===== config.mk =====
export PLATFORM = sky130hd
export DESIGN_NAME = ump_mproc_rx
export DESIGN_NICKNAME = d
export VERILOG_FILES = /design/src/core/ump_mproc_rx.v /design/src/core/ump_rx_frame.v
export VERILOG_INCLUDE_DIRS = /design/src /design/src/core
export SDC_FILE = /design/constraint.sdc
export NUM_CORES = 1
export LEC_CHECK = 0
export BUFFER_PORTS_ARGS = -buffer_cell sky130_fd_sc_hd__buf_2
export CAP_MARGIN = 10
export CORE_MARGIN = 2
export CORE_UTILIZATION = 35
export CTS_CLUSTER_DIAMETER = 80
export DETAILED_ROUTE_END_ITERATION = 16
export PLACE_DENSITY = 0.61
export SLEW_MARGIN = 20
export SYNTH_ARGS = -nofsm -noshare
export SYNTH_HDL_FRONTEND = slang
export SYNTH_SLANG_ARGS = --single-unit

===== constraint.sdc =====
create_clock -name pclk -period 2.71 [get_ports pclk]
set_input_delay 0.4065 -clock pclk [delete_from_list [all_inputs] [get_ports pclk]]
set_output_delay 0.4065 -clock pclk [all_outputs]
set_load 0.01 [all_outputs]

===== src/core/ump_defs.vh =====
`ifndef UMP_DEFS_VH
`define UMP_DEFS_VH
// Register byte addresses on APB; the control register index is a word index
`define UMP_IDX_MPCTL 8'hBB
`define UMP_ADDR_MPCTL 12'h2EC
`define UMP_ADDR_MODE 12'h000
`define UMP_ADDR_RXBUF 12'h004
`define UMP_ADDR_STAT 12'h008
`define UMP_ADDR_IRQST 12'h00C
`define UMP_ADDR_IRQMSK 12'h010
// Field positions in the multiprocessor control register
`define UMP_BIT_MPEN 0
`define UMP_BIT_WAIT 4
`define UMP_BIT_RSVD7 7
// Field positions in the mode register
`define UMP_BIT_PAR_EN 0
`define UMP_BIT_PAR_ODD 1
`define UMP_BIT_RX_EN 2
`define UMP_POS_SMD 4
// Field positions in the receive status register
`define UMP_BIT_RXC 0
`define UMP_BIT_OVR 1
`define UMP_BIT_FRM 2
`define UMP_BIT_PAR 3
`define UMP_BIT_SUM 4
// Interrupt status bits
`define UMP_IRQ_RXC 0
`define UMP_IRQ_ERR 1
`define UMP_IRQ_ADDR 2
// Reset values
`define UMP_RST_MPCTL 8'h00
`define UMP_RST_MODE 8'h00
// Serial mode encodings
`define UMP_SMD_OFF 3'h0
`define UMP_SMD_SYNC 3'h1
// Oversampling of the serial line, clocks per bit
`define UMP_BIT_CLKS 16
`endif


===== src/core/ump_mproc_rx.v =====
`timescale 1ns/100ps
`include "ump_defs.vh"
module ump_mproc_rx #(
  parameter BIT_CLKS = `UMP_BIT_CLKS
) (
  input wire pclk,
  input wire presetn,
  input wire clk_en,
  input wire psel,
  input wire penable,
  input wire pwrite,
  input wire [11:0] paddr,
  input wire [31:0] pwdata,
  output reg [31:0] prdata,
  output reg pready,
  output reg pslverr,
  input wire rxd,
  output reg irq
);
  reg [7:0] mp_ctl;
  reg [7:0] mode;
  reg [8:0] rx_buf;
  reg rx_complete_flag;
  reg overrun_error_flag;
  reg framing_error_flag;
  reg parity_error_flag;
  reg [2:0] irq_stat;
  reg [2:0] irq_mask;
  reg rxd_m;
  reg rxd_s;
  wire frame_done;
  wire [7:0] frame_data;
  wire frame_ninth;
  wire frame_stop_bad;

  // Decode helpers, shared by read and write paths
  function hit;
    input [11:0] a;
    input [11:0] r;
    begin
      hit = (a == r);
    end
  endfunction

  function known;
    input [11:0] a;
    begin
      known = hit(a, `UMP_ADDR_MPCTL) || hit(a, `UMP_ADDR_MODE) ||
              hit(a, `UMP_ADDR_RXBUF) || hit(a, `UMP_ADDR_STAT) ||
              hit(a, `UMP_ADDR_IRQST) || hit(a, `UMP_ADDR_IRQMSK);
    end
  endfunction

  wire mproc_enable = mp_ctl[`UMP_BIT_MPEN];
  wire wait_for_address_frame = mp_ctl[`UMP_BIT_WAIT];
  wire [2:0] serial_mode_select = mode[`UMP_POS_SMD+2:`UMP_POS_SMD];
  wire parity_enable = mode[`UMP_BIT_PAR_EN];
  wire parity_odd_even_select = mode[`UMP_BIT_PAR_ODD];
  wire rx_en = mode[`UMP_BIT_RX_EN] &&
               (serial_mode_select != `UMP_SMD_OFF);
  // Wait state only counts while multiprocessor mode is on
  wire filtering = mproc_enable && wait_for_address_frame;
  // Parity settings ignored in multiprocessor mode
  wire par_on = parity_enable && !mproc_enable;
  wire ninth_en = mproc_enable || par_on;

  // Two-stage synchroniser on the serial pin
  always @(posedge pclk or negedge presetn) begin
    if (!presetn) begin
      rxd_m <= 1'b1;
      rxd_s <= 1'b1;
    end else if (clk_en) begin
      rxd_m <= rxd;
      rxd_s <= rxd_m;
    end
  end

  ump_rx_frame #(
    .BIT_CLKS(BIT_CLKS)
  ) u_frame (
    .pclk(pclk),
    .presetn(presetn),
    .clk_en(clk_en),
    .rx_enable(rx_en),
    .ninth_en(ninth_en),
    .rxd_sync(rxd_s),
    .frame_done(frame_done),
    .frame_data(frame_data),
    .frame_ninth(frame_ninth),
    .frame_stop_bad(frame_stop_bad)
  );

  // Frame classification
  wire drop = filtering && !frame_ninth;
  wire accept = frame_done && !drop;
  wire addr_hit = frame_done && filtering && frame_ninth;
  wire par_bad = par_on &&
                 (^{frame_data, frame_ninth, parity_odd_even_select});

  // APB access strobes; zero-wait slave
  wire acc = psel && penable;
  wire wr = acc && pwrite;
  wire rd = acc && !pwrite;
  wire rd_buf = rd && hit(paddr, `UMP_ADDR_RXBUF);
  wire wr_ist = wr && hit(paddr, `UMP_ADDR_IRQST);

  // Control registers; hardware clear of the wait bit beats a write
  always @(posedge pclk or negedge presetn) begin
    if (!presetn) begin
      mp_ctl <= `UMP_RST_MPCTL;
      mode <= `UMP_RST_MODE;
      irq_mask <= 3'h0;
    end else if (clk_en) begin
      if (wr && hit(paddr, `UMP_ADDR_MPCTL)) begin
        // Only b0, b4 and b7 store; b7 is a write-zero reserved bit
        mp_ctl <= pwdata[7:0] & 8'h91;
      end
      if (wr && hit(paddr, `UMP_ADDR_MODE))
        mode <= pwdata[7:0];
      if (wr && hit(paddr, `UMP_ADDR_IRQMSK))
        irq_mask <= pwdata[2:0];
      if (addr_hit)
        mp_ctl[`UMP_BIT_WAIT] <= 1'b0;
    end
  end

  // Receive buffer and flags; a new frame wins over a read clear
  always @(posedge pclk or negedge presetn) begin
    if (!presetn) begin
      rx_buf <= 9'h000;
      rx_complete_flag <= 1'b0;
      overrun_error_flag <= 1'b0;
      framing_error_flag <= 1'b0;
      parity_error_flag <= 1'b0;
    end else if (clk_en) begin
      if (!rx_en) begin
        // Errors cleared while the receiver is off
        rx_complete_flag <= 1'b0;
        overrun_error_flag <= 1'b0;
        framing_error_flag <= 1'b0;
        parity_error_flag <= 1'b0;
      end else if (accept) begin
        rx_buf <= {frame_ninth, frame_data};
        rx_complete_flag <= 1'b1;
        overrun_error_flag <= rx_complete_flag && !rd_buf;
        framing_error_flag <= frame_stop_bad;
        parity_error_flag <= par_bad;
      end else if (rd_buf) begin
        rx_complete_flag <= 1'b0;
        framing_error_flag <= 1'b0;
        parity_error_flag <= 1'b0;
      end
    end
  end

  // Sticky interrupt status, write one to clear; set wins
  wire [2:0] ev = {addr_hit, accept && (frame_stop_bad || par_bad ||
                   (rx_complete_flag && !rd_buf)), accept};
  always @(posedge pclk or negedge presetn) begin
    if (!presetn)
      irq_stat <= 3'h0;
    else if (clk_en)
      irq_stat <= (irq_stat & ~(wr_ist ? pwdata[2:0] : 3'h0)) | ev;
  end

  // Read mux; unmapped addresses return zero with an error
  reg [31:0] next_prdata;
  always @* begin
    next_prdata = 32'h0000_0000;
    if (hit(paddr, `UMP_ADDR_MPCTL))
      next_prdata = {24'h000000, mp_ctl & 8'h11};
    else if (hit(paddr, `UMP_ADDR_MODE))
      next_prdata = {24'h000000, mode};
    else if (hit(paddr, `UMP_ADDR_RXBUF))
      next_prdata = {23'h000000, rx_buf};
    else if (hit(paddr, `UMP_ADDR_STAT))
      next_prdata = {27'h0000000, overrun_error_flag |
                     framing_error_flag | parity_error_flag,
                     parity_error_flag, framing_error_flag,
                     overrun_error_flag, rx_complete_flag};
    else if (hit(paddr, `UMP_ADDR_IRQST))
      next_prdata = {29'h00000000, irq_stat};
    else if (hit(paddr, `UMP_ADDR_IRQMSK))
      next_prdata = {29'h00000000, irq_mask};
  end

  // APB outputs registered: answer in the first cycle of the access phase
  always @(posedge pclk or negedge presetn) begin
    if (!presetn) begin
      prdata <= 32'h0000_0000;
      pready <= 1'b0;
      pslverr <= 1'b0;
      irq <= 1'b0;
    end else if (clk_en) begin
      pready <= psel && !penable;
      pslverr <= psel && !penable && !known(paddr);
      if (psel && !penable)
        prdata <= next_prdata;
      irq <= |(irq_stat & irq_mask);
    end
  end
endmodule // ump_mproc_rx


===== src/core/ump_rx_frame.v =====
`timescale 1ns/100ps
// Asynchronous frame receiver: start, 8 data, optional ninth bit, stop
module ump_rx_frame #(
  parameter BIT_CLKS = 16
) (
  input wire pclk,
  input wire presetn,
  input wire clk_en,
  input wire rx_enable,
  input wire ninth_en,
  input wire rxd_sync,
  output reg frame_done,
  output reg [7:0] frame_data,
  output reg frame_ninth,
  output reg frame_stop_bad
);
  localparam ST_IDLE = 2'h0;
  localparam ST_START = 2'h1;
  localparam ST_BITS = 2'h2;
  localparam ST_STOP = 2'h3;
  localparam CW = 8;

  reg [1:0] state;
  reg [CW-1:0] tick;
  reg [3:0] nbit;
  reg [8:0] shift;

  // Sample at mid bit; the ninth bit sits where parity would be
  always @(posedge pclk or negedge presetn) begin
    if (!presetn) begin
      state <= ST_IDLE;
      tick <= 8'h00;
      nbit <= 4'h0;
      shift <= 9'h000;
      frame_done <= 1'b0;
      frame_data <= 8'h00;
      frame_ninth <= 1'b0;
      frame_stop_bad <= 1'b0;
    end else if (clk_en) begin
      frame_done <= 1'b0;
      case (state)
        ST_IDLE: begin
          tick <= 8'h00;
          if (rx_enable && !rxd_sync)
            state <= ST_START;
        end
        ST_START: begin
          if (tick == BIT_CLKS/2 - 1) begin
            tick <= 8'h00;
            nbit <= 4'h0;
            state <= rxd_sync ? ST_IDLE : ST_BITS; // Glitch rejected
          end else
            tick <= tick + 8'h01;
        end
        ST_BITS: begin
          if (tick == BIT_CLKS - 1) begin
            tick <= 8'h00;
            shift <= {rxd_sync, shift[8:1]};
            nbit <= nbit + 4'h1;
            if (nbit == (ninth_en ? 4'h8 : 4'h7))
              state <= ST_STOP;
          end else
            tick <= tick + 8'h01;
        end
        ST_STOP: begin
          if (tick == BIT_CLKS - 1) begin
            tick <= 8'h00;
            state <= ST_IDLE;
            frame_done <= 1'b1;
            frame_stop_bad <= !rxd_sync;
            // Align: with a ninth bit the data is shift[7:0]
            frame_data <= ninth_en ? shift[7:0] : shift[8:1];
            frame_ninth <= ninth_en ? shift[8] : 1'b0;
          end else
            tick <= tick + 8'h01;
        end
        default: state <= ST_IDLE;
      endcase
    end
  end
endmodule // ump_rx_frame


Yosys cells after proc, flatten, opt, wreduce, memory -nomap -nowiden. Index checks and enable logic that the tools add are counted.

Bits of input ports: 51. Word-level logic and storage cells: 143. Register bits after elaboration: 100.

$add $sub $neg: 2. Mux-type cells: 36. Eq/ne operators: 18. Reductions and logical operators: 57. Bitwise logic cells: 6.

Operators with widths (count): 9-bit 2-to-1 mux (3); 12-bit by 4-bit equality test with 1-bit output (second input constant) (2); 8-bit 2-to-1 mux (3); 8-bit one-hot mux with 3 select lines (1); 1-bit logical AND (21); 2-bit AND reduction (7); 1-bit 2-to-1 mux (13); 12-bit by 10-bit equality test with 1-bit output (second input constant) (1); 12-bit by 3-bit equality test with 1-bit output (second input constant) (1); 12-bit by 5-bit equality test with 1-bit output (second input constant) (1); 12-bit logical NOT (1); 2-bit 2-to-1 mux (6); 4-bit 2-to-1 mux (3); 5-bit 2-to-1 mux (2); 2-bit by 1-bit inequality test with 1-bit output (second input constant) (5); 10-bit parity (1); 3-bit 2-to-1 mux (3); 3-bit AND reduction (3); 8-bit by 1-bit adder with 8-bit output (second input constant) (1); 8-bit by 3-bit equality test with 1-bit output (second input constant) (1); 8-bit by 4-bit equality test with 1-bit output (second input constant) (1); 1-bit logical NOT (8); 1-bit logical OR (8); 2-bit one-hot mux with 4 select lines (1); other kinds (18) (22).

Longest topological paths before layout. Gate-level depths: netlist of run 1.

Depth after elaboration: 8. Mapped depth: 8. Mapped depth without buffers: 7.

Modules after synthesis. A second synthesis of run 1 with hierarchy kept.

Cells, all modules: 379. Area, all modules: 4179.0 um^2.

By module, submodules not included: ump_mproc_rx (cells an instance 211, times used 1, area an instance 2384.8 um^2); ump_rx_frame (cells an instance 168, times used 1, area an instance 1794.2 um^2).

Least setup slack after synthesis of run 1. OpenSTA, ideal clock, no wires.

Path kind: register to register. Start point: register u_frame.state[0]. End point: register (tool-made name). Setup slack: 0.677 ns. Clock period less this slack: 2.033 ns. Stages on the path, launching flop included: 9. Path buffers: 1. Required time: 2.631 ns. Arrival time: 1.953 ns. Library setup time: 0.079 ns. Path through: dfrtp_1 > inv_1 > ha_1 > clkbuf_1 > or3_1 > a211oi_1 > o21ai_0 > nor4_1 > mux2i_1.

RTL lines: start: declaration (line ump_rx_frame.v:23) `reg [1:0] state;`; start signal: assignment (line ump_rx_frame.v:51) `state <= rxd_sync ? ST_IDLE : ST_BITS;`.

Final worst setup path of run 1.
Start point: register u_frame.state[0]. End point: register u_frame.tick[6].

Cells in the longest elaborated chain, start to end: 3. Elaborated cells between the ends (all ways): 6. Those cells by class: eq/ne: 3; mux: 1; reduce/logical: 2.

Ends and longest elaborated chain: 2-bit equality test (line ump_rx_frame.v:41) `case (state)`; 2-bit OR reduction (no line); 8-bit one-hot mux with 3 select lines * (line ump_rx_frame.v:41); end signal: assignment (line ump_rx_frame.v:53) `tick <= tick + 8'h01;`; end signal: assignment (line ump_rx_frame.v:63) `tick <= tick + 8'h01;`; end signal: assignment (line ump_rx_frame.v:75) `tick <= tick + 8'h01;`; end: declaration (line ump_rx_frame.v:24) `reg [CW-1:0] tick;`.

Mark *: on every way between the ends. The rest lies on a longest branch, timed or not. A chain may end at the register's enable or synchronous reset.

==> impl_metrics.json, run 1 <==
{
  "tritoncts": "yes",
  "final_cell_count_no_fill": 572,
  "cts_setup_buffers": 0,
  "wl_um": 8760,
  "irDropWorstVdd_mv": 0.257,
  "critPathLaunch": "u_frame.state[0]$_DFFE_PN0P_",
  "synth_seq_cells": 77,
  "synth_cells": 384,
  "syn_area_sq_um": 4060,
  "grt_overflow": 0,
  "max_cap_violations": 0,
  "clockBufferDepth": 2,
  "grtUsageTotal_pct": 14.7,
  "critPathKind": "flop to flop",
  "fin_nets": 481,
  "antenna_found_initial": 0,
  "tightestPinTransition_ns": 0.966,
  "synth_edf_count": 0,
  "n_antenna_cell": 0,
  "post_drt_via_cell_ratio": 5.28,
  "clk_pin_slew_worst_paths_ns": 0.06,
  "io_pins": 86,
  "wl_per_cell_um": 15.3,
  "std_cell_rows": 39,
  "syn_area_per_cell_sq_um": 10.6,
  "dp_cells": 556,
  "end_kind": "flop",
  "clock_sinks": 77,
  "multi_input_area_sq_um": 1950,
  "rsz0062_at_grt": "false",
  "die_w_um": 112,
  "final-max-slew-violation-count": 0,
  "hold_violations": 0,
  "grt_max_degree": 78,
  "ys_seq_area_share_pct": 47.5,
  "min_period_over_period_pct": 84.1,
  "htreeDepth": 3,
  "core_area_sq_um": 11400,
  "hold_buffers": 0,
  "antenna_left": 0,
  "yosys_warnings": 0,
  "crit_required_ns": 2.91,
  "cts_made_buffers": 9,
  "area_growth_pct": 14.3,
  "design.die.area_sq_um": 12500,
  "first_pass_iters": 5,
  "grt_pass1_vias": 2900,
  "die_y_um": 112,
  "clock-root-buffer": "clkbuf_16",
  "stdcell_area_sq_um": 4640,
  "ys.flop_type": "dfrtp_1",
  "max_slew_margin_pct": 35.6,
  "post_cts_resized": 0,
  "clock_skew_ns": 0.00752,
  "r2r-start": "u_frame.state[0]$_DFFE_PN0P_",
  "place_area_sq_um": 4330,
  "nFillCells": 1114,
  "seq_area_sq_um": 1930,
  "dp_hpwl_um": 6270,
  "vias": 3022,
  "cp.arrival_ns": 2.48,
  "drive_gt1_share_pct": 23.8,
  "clk_latency_ns": 0.34,
  "gp_congestion": 0.933,
  "finalCriticalPeriod_ns": 2.28,
  "initial_core_util_pct": 35.7,
  "portBuffers": 38,
  "async_flop_share_pct": 100,
  "drt_iter0_markers": 290,
  "grt_pass1_wl_um": 14700,
  "fin_setup_tns_ns": 0,
  "path_max_fanout": 10,
  "status": "finished, final reports clean",
  "p_per_area_nw_per_um2": 593,
  "power.leakage_nw": 2.22,
  "fmaxAchievable_mhz": 439,
  "synth_cell_types": 54,
  "start_kind": "flop",
  "fin_util_pct": 40.8,
  "drc": 0,
  "setup_viol": 0,
  "hp-class": "input pin to async pin"
}
==> kinds of logic (layout without fill, tap and decap cells) <==
group	Yosys count	after routing	share of synthesized area [%]
and+or+nand+nor	113	113	14.4
DFF	77	77	47.5
adders and majority gates	6	6	1.85
xor gates and xnor gates	10	10	2.50
buffers and inverters	46	69	6.44
muxes	50	50	13.3
AOI/OAI and AO/OA	81	81	13.9
other	1	23	0.0923
==> layout by cell type, fill, tap and decap left out, drive strengths merged, types with 4 or more instances in the layout <==
cell,n
dfrtp,75
buf,43
nand2,37
mux2,33
o21ai,30
nor2,24
conb,23
mux2i,17
nand3,12
clkbuf,12
inv,11
nor3,10
nor4,9
a22o,8
xnor2,7
a21o,6
a21oi,6
ha,6
nand2b,5
o2bb2ai,5
nand4,4
o31ai,4
==> per-layer routing <==
metal / track usage [%] / vias up / part of all wire [%]
met2: 21.7 / 105 / 45
met1: 20.1 / 1472 / 46
met5: 0 / - / 0
met3: 3.70 / 18 / 6.4
met4: 7.41 / 0 / 2.5
li1: - / 1427 / -
==> synthesized netlist by cell type (all sizes together), types with 7 or more instances <==
library cell	number	area [sq um]
dfrtp	75	1880
mux2i	17	170
nor3	10	72.6
nand3	12	60.1
inv	10	37.5
nor4	9	77.6
o21ai	30	150
a22o	8	70.1
xnor2	7	61.3
nor2	24	90.1
mux2	33	372
nand2	37	139
clkbuf	11	41.3
buf	25	183
==> state kept, by name, indices dropped and copies added, names as in the netlist, 2 cells and up, named ones only <==
name	cells
prdata	9
rx_buf	9
u_frame.shift	9
mode	8
u_frame.frame_data	8
u_frame.tick	8
u_frame.nbit	4
irq_mask	3
irq_stat	3
mp_ctl	2
==> critical path, cell delays in order (launching register included) <==
cell and delay [ns]:
dfrtp_1 0.42, inv_1 0.12, ha_1 0.38, nor2_1 0.12, a211oi_1 0.48, nand2_1 0.18, o311ai_0 0.43
==> worst paths after layout <==
| check | endpoint | slack [ns] | cells after the start |
|---|---|---|---|
| worst max register to register | u_frame.tick[6]$_DFFE_PN0P_ | 0.43 | 6 |
| max in group asynchronous | prdata[3]$_DFFE_PN0P_ | 1.86 | 1 |
| min in group pclk | mode[7]$_DFFE_PN0P_ | 0.30 | 2 |
| worst min register to register | prdata[3]$_DFFE_PN0P_ | 0.47 | 2 |
| worst min-delay path | u_frame.tick[5]$_DFFE_PN0P_ | 0.21 | 1 |
| worst max-delay path | u_frame.tick[6]$_DFFE_PN0P_ | 0.43 | 6 |
==> power by group <==
part	total (W)	leakage (nW)	switching, W	internal [W]
combinational	0.000230	1.05	0.000134	0.0000958
clock	0.00124	0.149	0.000476	0.000768
sequential	0.00128	1.02	0.0000680	0.00121
total	0.00275	2.22	0.000678	0.00207
==> per-stage QoR <==
stage               worst slack, ns  power (W)  hold slack (ns)
CTS                           0.404    0.00278            0.270
finish                        0.431    0.00275            0.210
global route                  0.224    0.00288            0.293
global placement              0.427    0.00152            0.458
floorplan                     0.677    0.00145            0.111
detailed placement            0.427    0.00153            0.462
==> cell type report <==
cell class | instances | area share, %
multi-input combinational | 283 | 42.1
tap | 143 | 3.86
sequential | 77 | 41.6
clock buffer | 12 | 5.53
inverter | 10 | 0.809
timing repair buffer | 43 | 4.96
clock inverter | 4 | 1.19
Power figures use the tool's default switching activity.
==> inputs of run 2 (changes only) <==
clock period = 2.25 ns   (was 2.71 ns; I/O delays follow)
==> run 2 against run 1 <==
- die area unchanged
- non-clock buffer count increased by 14
- flip-flop and latch count unchanged
==> impl_metrics.json, run 2 (same netlist as run 1, synthesis figures left out) <==
{
  "power.leakage_nw": 2.29,
  "status": "finished, final reports clean",
  "cts_setup_buffers": 0,
  "stdcell_area_sq_um": 4780,
  "die_w_um": 112,
  "cp_cell_sequence": "nand3b_1, and3_1, nor2b_1, mux2_2",
  "crit_family": "simple AND/OR/NAND/NOR gates",
  "clock_sinks": 77,
  "post_drt_via_cell_ratio": 5.16,
  "cp.buffers_inverters": 0,
  "drive_gt1_share_pct": 26.2,
  "setup_viol": 0,
  "fin_nets": 495,
  "clk_pin_slew_worst_paths_ns": 0.06,
  "end_kind": "flop",
  "drt_iter0_markers": 298,
  "wl_per_cell_um": 15.7,
  "tightestPinTransition_ns": 1.05,
  "place_area_sq_um": 4440,
  "max_slew_margin_pct": 29.9,
  "clock_skew_ns": 0.00746,
  "antenna_left": 0,
  "top_regs": "prdata (9), rx_buf (9), u_frame.shift (9)",
  "path_max_fanout": 14,
  "grtUsageTotal_pct": 15.4,
  "p_per_area_nw_per_um2": 704,
  "met2_usage_pct": 24.8,
  "crit_path_top_delay_cell": "nor2b_1",
  "nFillCells": 1115,
  "tritoncts": "yes",
  "rsz0062_at_grt": "false",
  "worstHoldPathCells": 2,
  "cp.arrival_ns": 2.26,
  "drc": 0,
  "max_cap_violations": 0,
  "reg2reg_depth": 4,
  "min_period_over_period_pct": 91.2,
  "finalCriticalPeriod_ns": 2.05,
  "grt_util_met1_pct": 20.2,
  "dp_hpwl_um": 6880,
  "clk_latency_ns": 0.33,
  "seq_area_sq_um": 1930,
  "die_y_um": 112,
  "max_stage_delay_ns": 0.83,
  "clockBufferDepth": 2,
  "cp_num_cells": 4,
  "io_pins": 86,
  "top_usage_layer": "met2",
  "portBuffers": 38,
  "layout_common_cells": "75 x dfrtp_1, 37 x nand2_1, 37 x buf_2, 33 x mux2_2, 29 x o21ai_0",
  "final_common_cell": "dfrtp_1",
  "start_kind": "flop",
  "first_pass_iters": 4,
  "grt_max_degree": 47,
  "design.die.area_sq_um": 12500,
  "grt_pass1_vias": 3103,
  "multi_input_area_sq_um": 1960,
  "fin_util_pct": 42.0,
  "grt_overflow": 0,
  "grt_pass1_wl_um": 15500,
  "fmaxAchievable_mhz": 487,
  "critPathKind": "flop to flop",
  "std_cell_rows": 39,
  "core_area_sq_um": 11400,
  "fin_setup_tns_ns": 0,
  "met3_usage_pct": 4.03,
  "final-max-slew-violation-count": 0,
  "irDropWorstVdd_mv": 0.362,
  "cts_made_buffers": 9,
  "htreeDepth": 3,
  "area_growth_pct": 17.7,
  "hold_violations": 0,
  "vias": 3023,
  "initial_core_util_pct": 35.7,
  "hold_slack_ns": 0.233,
  "crit_required_ns": 2.46,
  "clock-root-buffer": "clkbuf_16",
  "hp-class": "input pin to flop",
  "wl_um": 9220,
  "antenna_found_initial": 0,
  "n_antenna_cell": 0,
  "gp_congestion": 0.881
}
==> run 2: changes by cell type in the layout (fill, tap and decap cells not counted), sizes merged <==
cell,delta
buf,+13
bufinv,+1
clkbuf,-1
clkinv,+1
dlygate4sd3,+1
inv,-1
==> run 2: final cells by class <==
class                   instances  area share, %
clock inverters                 5           1.78
flip-flops and latches         77           40.4
multi-input cells             283           41.1
repair buffers                 57           7.33
well taps                     143           3.74
clock buffers                  11           4.87
inverters                      10          0.786
==> run 2: report_power, final <==
part / internal, W / switching (W) / total (W)
Clock: 0.000976 / 0.000567 / 0.00154
Sequential: 0.00145 / 0.0000789 / 0.00153
Combinational: 0.000122 / 0.000165 / 0.000287
==> run 2: worst paths after layout <==
kind                                        from                          end  slack (ns)
setup / recovery           mp_ctl[4]$_DFFE_PN0P_        rx_buf[1]$_DFFE_PN0P_        0.20
setup reg to reg           mp_ctl[4]$_DFFE_PN0P_        rx_buf[1]$_DFFE_PN0P_        0.20
hold / removal                         pwdata[5]          mode[5]$_DFFE_PN0P_        0.23
max in group asynchronous                presetn            rxd_s$_DFFE_PN1P_        1.13
hold reg to reg            prdata[5]$_DFFE_PN0P_        prdata[5]$_DFFE_PN0P_        0.48
min in group asynchronous                presetn  u_frame.tick[7]$_DFFE_PN0P_        0.49
==> run 2: stage by stage <==
step,instances,power [W],setup slack [ns]
after global placement,569,0.00184,0.166
after detailed placement,569,0.00185,0.134
after global routing,586,0.00351,0.0359
after floorplan,406,0.00175,0.217
final,586,0.00336,0.198
after CTS,586,0.00339,0.132
==> run 2: worst reg2reg max path, delay by kind of cell, from the launching register on <==
kind / cells / cell delay (ns)
flops: 1 / 0.40
mux: 1 / 0.42
simple gates: 3 / 1.11
==> run 2: metal layers <==
layer / vias up / routed length [um]
met3: 16 / 411
li1: 1464 / -
met5: - / 0
met2: 79 / 4330
met4: 0 / 195
met1: 1464 / 4290
==> run 2: what timing repair did <==
| item | CTS | global route |
|---|---|---|
| gates resized for setup | 0 | 3 |
| hold endpoints to repair | 30 | 0 |
| hold buffers | 1 | 0 |
| setup endpoints to repair | 0 | 2 |
==> inputs of run 3 (changes only) <==
CORE_UTILIZATION = 30   (was 35)
CTS_BUF_LIST = sky130_fd_sc_hd__clkbuf_4   (was unset)
PLACE_DENSITY = 0.55   (was 0.61)
RECOVER_POWER = 50   (was unset)
==> run 3 against run 2 <==
- sequential power about the same
- total power decreased by 24%
- register-to-register slack about the same
- die area increased by 16%
- critical path type unchanged
==> impl_metrics.json, run 3 (same netlist as run 1, synthesis figures left out) <==
{
  "end_kind": "flop",
  "clockBufferDepth": 2,
  "nFillCells": 1391,
  "critPathKind": "flop to flop",
  "finalCriticalPeriod_ns": 2.06,
  "min_period_over_period_pct": 91.4,
  "die_w_um": 120,
  "layout_common_cells": "75 x dfrtp_1, 37 x nand2_1, 36 x buf_2, 33 x mux2_2, 30 x o21ai_0",
  "max_cap_violations": 0,
  "gp_congestion": 0.893,
  "fin_nets": 492,
  "dp_cells": 599,
  "portBuffers": 38,
  "critPathLaunch": "u_frame.tick[5]$_DFFE_PN0P_",
  "start_kind": "flop",
  "r2r-start": "u_frame.tick[5]$_DFFE_PN0P_",
  "drc": 0,
  "cp_num_cells": 4,
  "drive_gt1_share_pct": 25.7,
  "clk_latency_ns": 0.42,
  "top_regs": "prdata (9), rx_buf (9), u_frame.shift (9)",
  "max_slew_margin_pct": 34.8,
  "worstReg2RegEnd": "u_frame.shift[7]$_DFFE_PN0P_",
  "place_area_sq_um": 4460,
  "wl_per_cell_um": 14.3,
  "vias": 3005,
  "rsz0062_at_grt": "false",
  "setup_viol": 0,
  "antenna_left": 0,
  "p_per_area_nw_per_um2": 560,
  "antenna_found_initial": 0,
  "first_pass_iters": 4,
  "cts_made_buffers": 9,
  "clock_skew_ns": 0.0106,
  "dp_hpwl_um": 6480,
  "crit_required_ns": 2.57,
  "drt_iter0_markers": 224,
  "cts_setup_buffers": 0,
  "grtUsageTotal_pct": 12.9,
  "cp.arrival_ns": 2.37,
  "tightestPinTransition_ns": 0.978,
  "critPathCapture": "u_frame.shift[7]$_DFFE_PN0P_",
  "grt_overflow": 0,
  "area_growth_pct": 12.8,
  "n_antenna_cell": 0,
  "grt_pass1_vias": 2944,
  "stdcell_area_sq_um": 4580,
  "initial_core_util_pct": 30.7,
  "power.leakage_nw": 2.18,
  "status": "finished, final reports clean",
  "grt_max_degree": 41,
  "rrSetupSlack_ns": 0.19,
  "fmaxAchievable_mhz": 486,
  "crit_path_top_delay_cell": "or4_4",
  "hold_violations": 0,
  "final_cell_count_no_fill": 616,
  "final_common_cell": "dfrtp_1",
  "fin_setup_tns_ns": 0,
  "crit_family": "simple AND/OR/NAND/NOR gates",
  "final-max-slew-violation-count": 0,
  "reg2reg_depth": 4,
  "max_stage_delay_ns": 0.60,
  "wl_um": 8820,
  "std_cell_rows": 42,
  "design.die.area_sq_um": 14500,
  "tritoncts": "yes",
  "die_y_um": 120,
  "hp-class": "input pin to flop",
  "clock-root-buffer": "clkbuf_4",
  "htreeDepth": 3,
  "cp_cell_sequence": "or4_4, nor2_1, nand3_1, mux2_2",
  "grt_pass1_wl_um": 14900,
  "io_pins": 86,
  "cp.buffers_inverters": 0,
  "core_area_sq_um": 13200,
  "path_max_fanout": 9,
  "post_drt_via_cell_ratio": 4.88,
  "finalPower_w": 0.00257,
  "irDropWorstVdd_mv": 0.192,
  "clk_pin_slew_worst_paths_ns": 0.13,
  "clock_sinks": 77
}
-- run 3: cell type report --
class / instances / area (sq um) / share of cell area (%)
Clock buffer: 11 / 82.6 / 1.80
Clock inverter: 5 / 37.5 / 0.819
Inverter: 10 / 37.5 / 0.819
Multi-Input combinational cell: 283 / 1960 / 42.9
Sequential cell: 77 / 1930 / 42.1
Tap cell: 176 / 220 / 4.80
Timing Repair Buffer: 54 / 312 / 6.80
-- run 3: stage by stage --
| step | setup WS, ns | hold WS [ns] | utilization (%) |
|---|---|---|---|
| after floorplan | 0.217 | 0.0419 | - |
| after global placement | 0.224 | 0.357 | 33.7 |
| after detailed placement | 0.186 | 0.361 | 33.7 |
| after CTS | 0.173 | 0.103 | 34.6 |
| after global routing | 0.0488 | 0.0959 | 34.6 |
| final | 0.194 | 0.136 | 34.6 |
-- run 3: power by group --
group	switching (W)	leakage, nW	internal [W]
registers	0.0000818	1.02	0.00145
clock network	0.000494	0.0630	0.000254
logic	0.000165	1.10	0.000119
total	0.000741	2.18	0.00183
-- run 3: worst min path at each step --
stage                          from                    end  slack [ns]  cells past startpoint
after floorplan             presetn              async pin        0.04                      0
after global placement      presetn    pslverr$_DFFE_PN0P_        0.36                      1
after detailed placement    presetn  prdata[4]$_DFFE_PN0P_        0.36                      1
after CTS                 pwdata[3]    mode[3]$_DFFE_PN0P_        0.10                      2
after global routing      pwdata[7]    mode[7]$_DFFE_PN0P_         0.1                      2
final                     pwdata[3]    mode[3]$_DFFE_PN0P_        0.14                      2
-- run 3: routing by layer --
layer / wire length (um) / GRT usage [%]
met5: 0 / 0
met4: 183 / 5.89
met3: 460 / 2.36
met2: 3870 / 19.7
met1: 4310 / 17.8
-- run 3: worst register-to-register path: stages, from the launching register on --
cell and delay (ns):
dfrtp_1 0.44, or4_4 0.60, nor2_1 0.18, nand3_1 0.34
mux2_2 0.39
-- run 3: timing repair --
item / CTS / global route
endpoints found under the hold margin: 37 / 0
hold buffers: 1 / 0
gates resized for setup: 0 / 2
endpoints found under the setup margin: 0 / 2
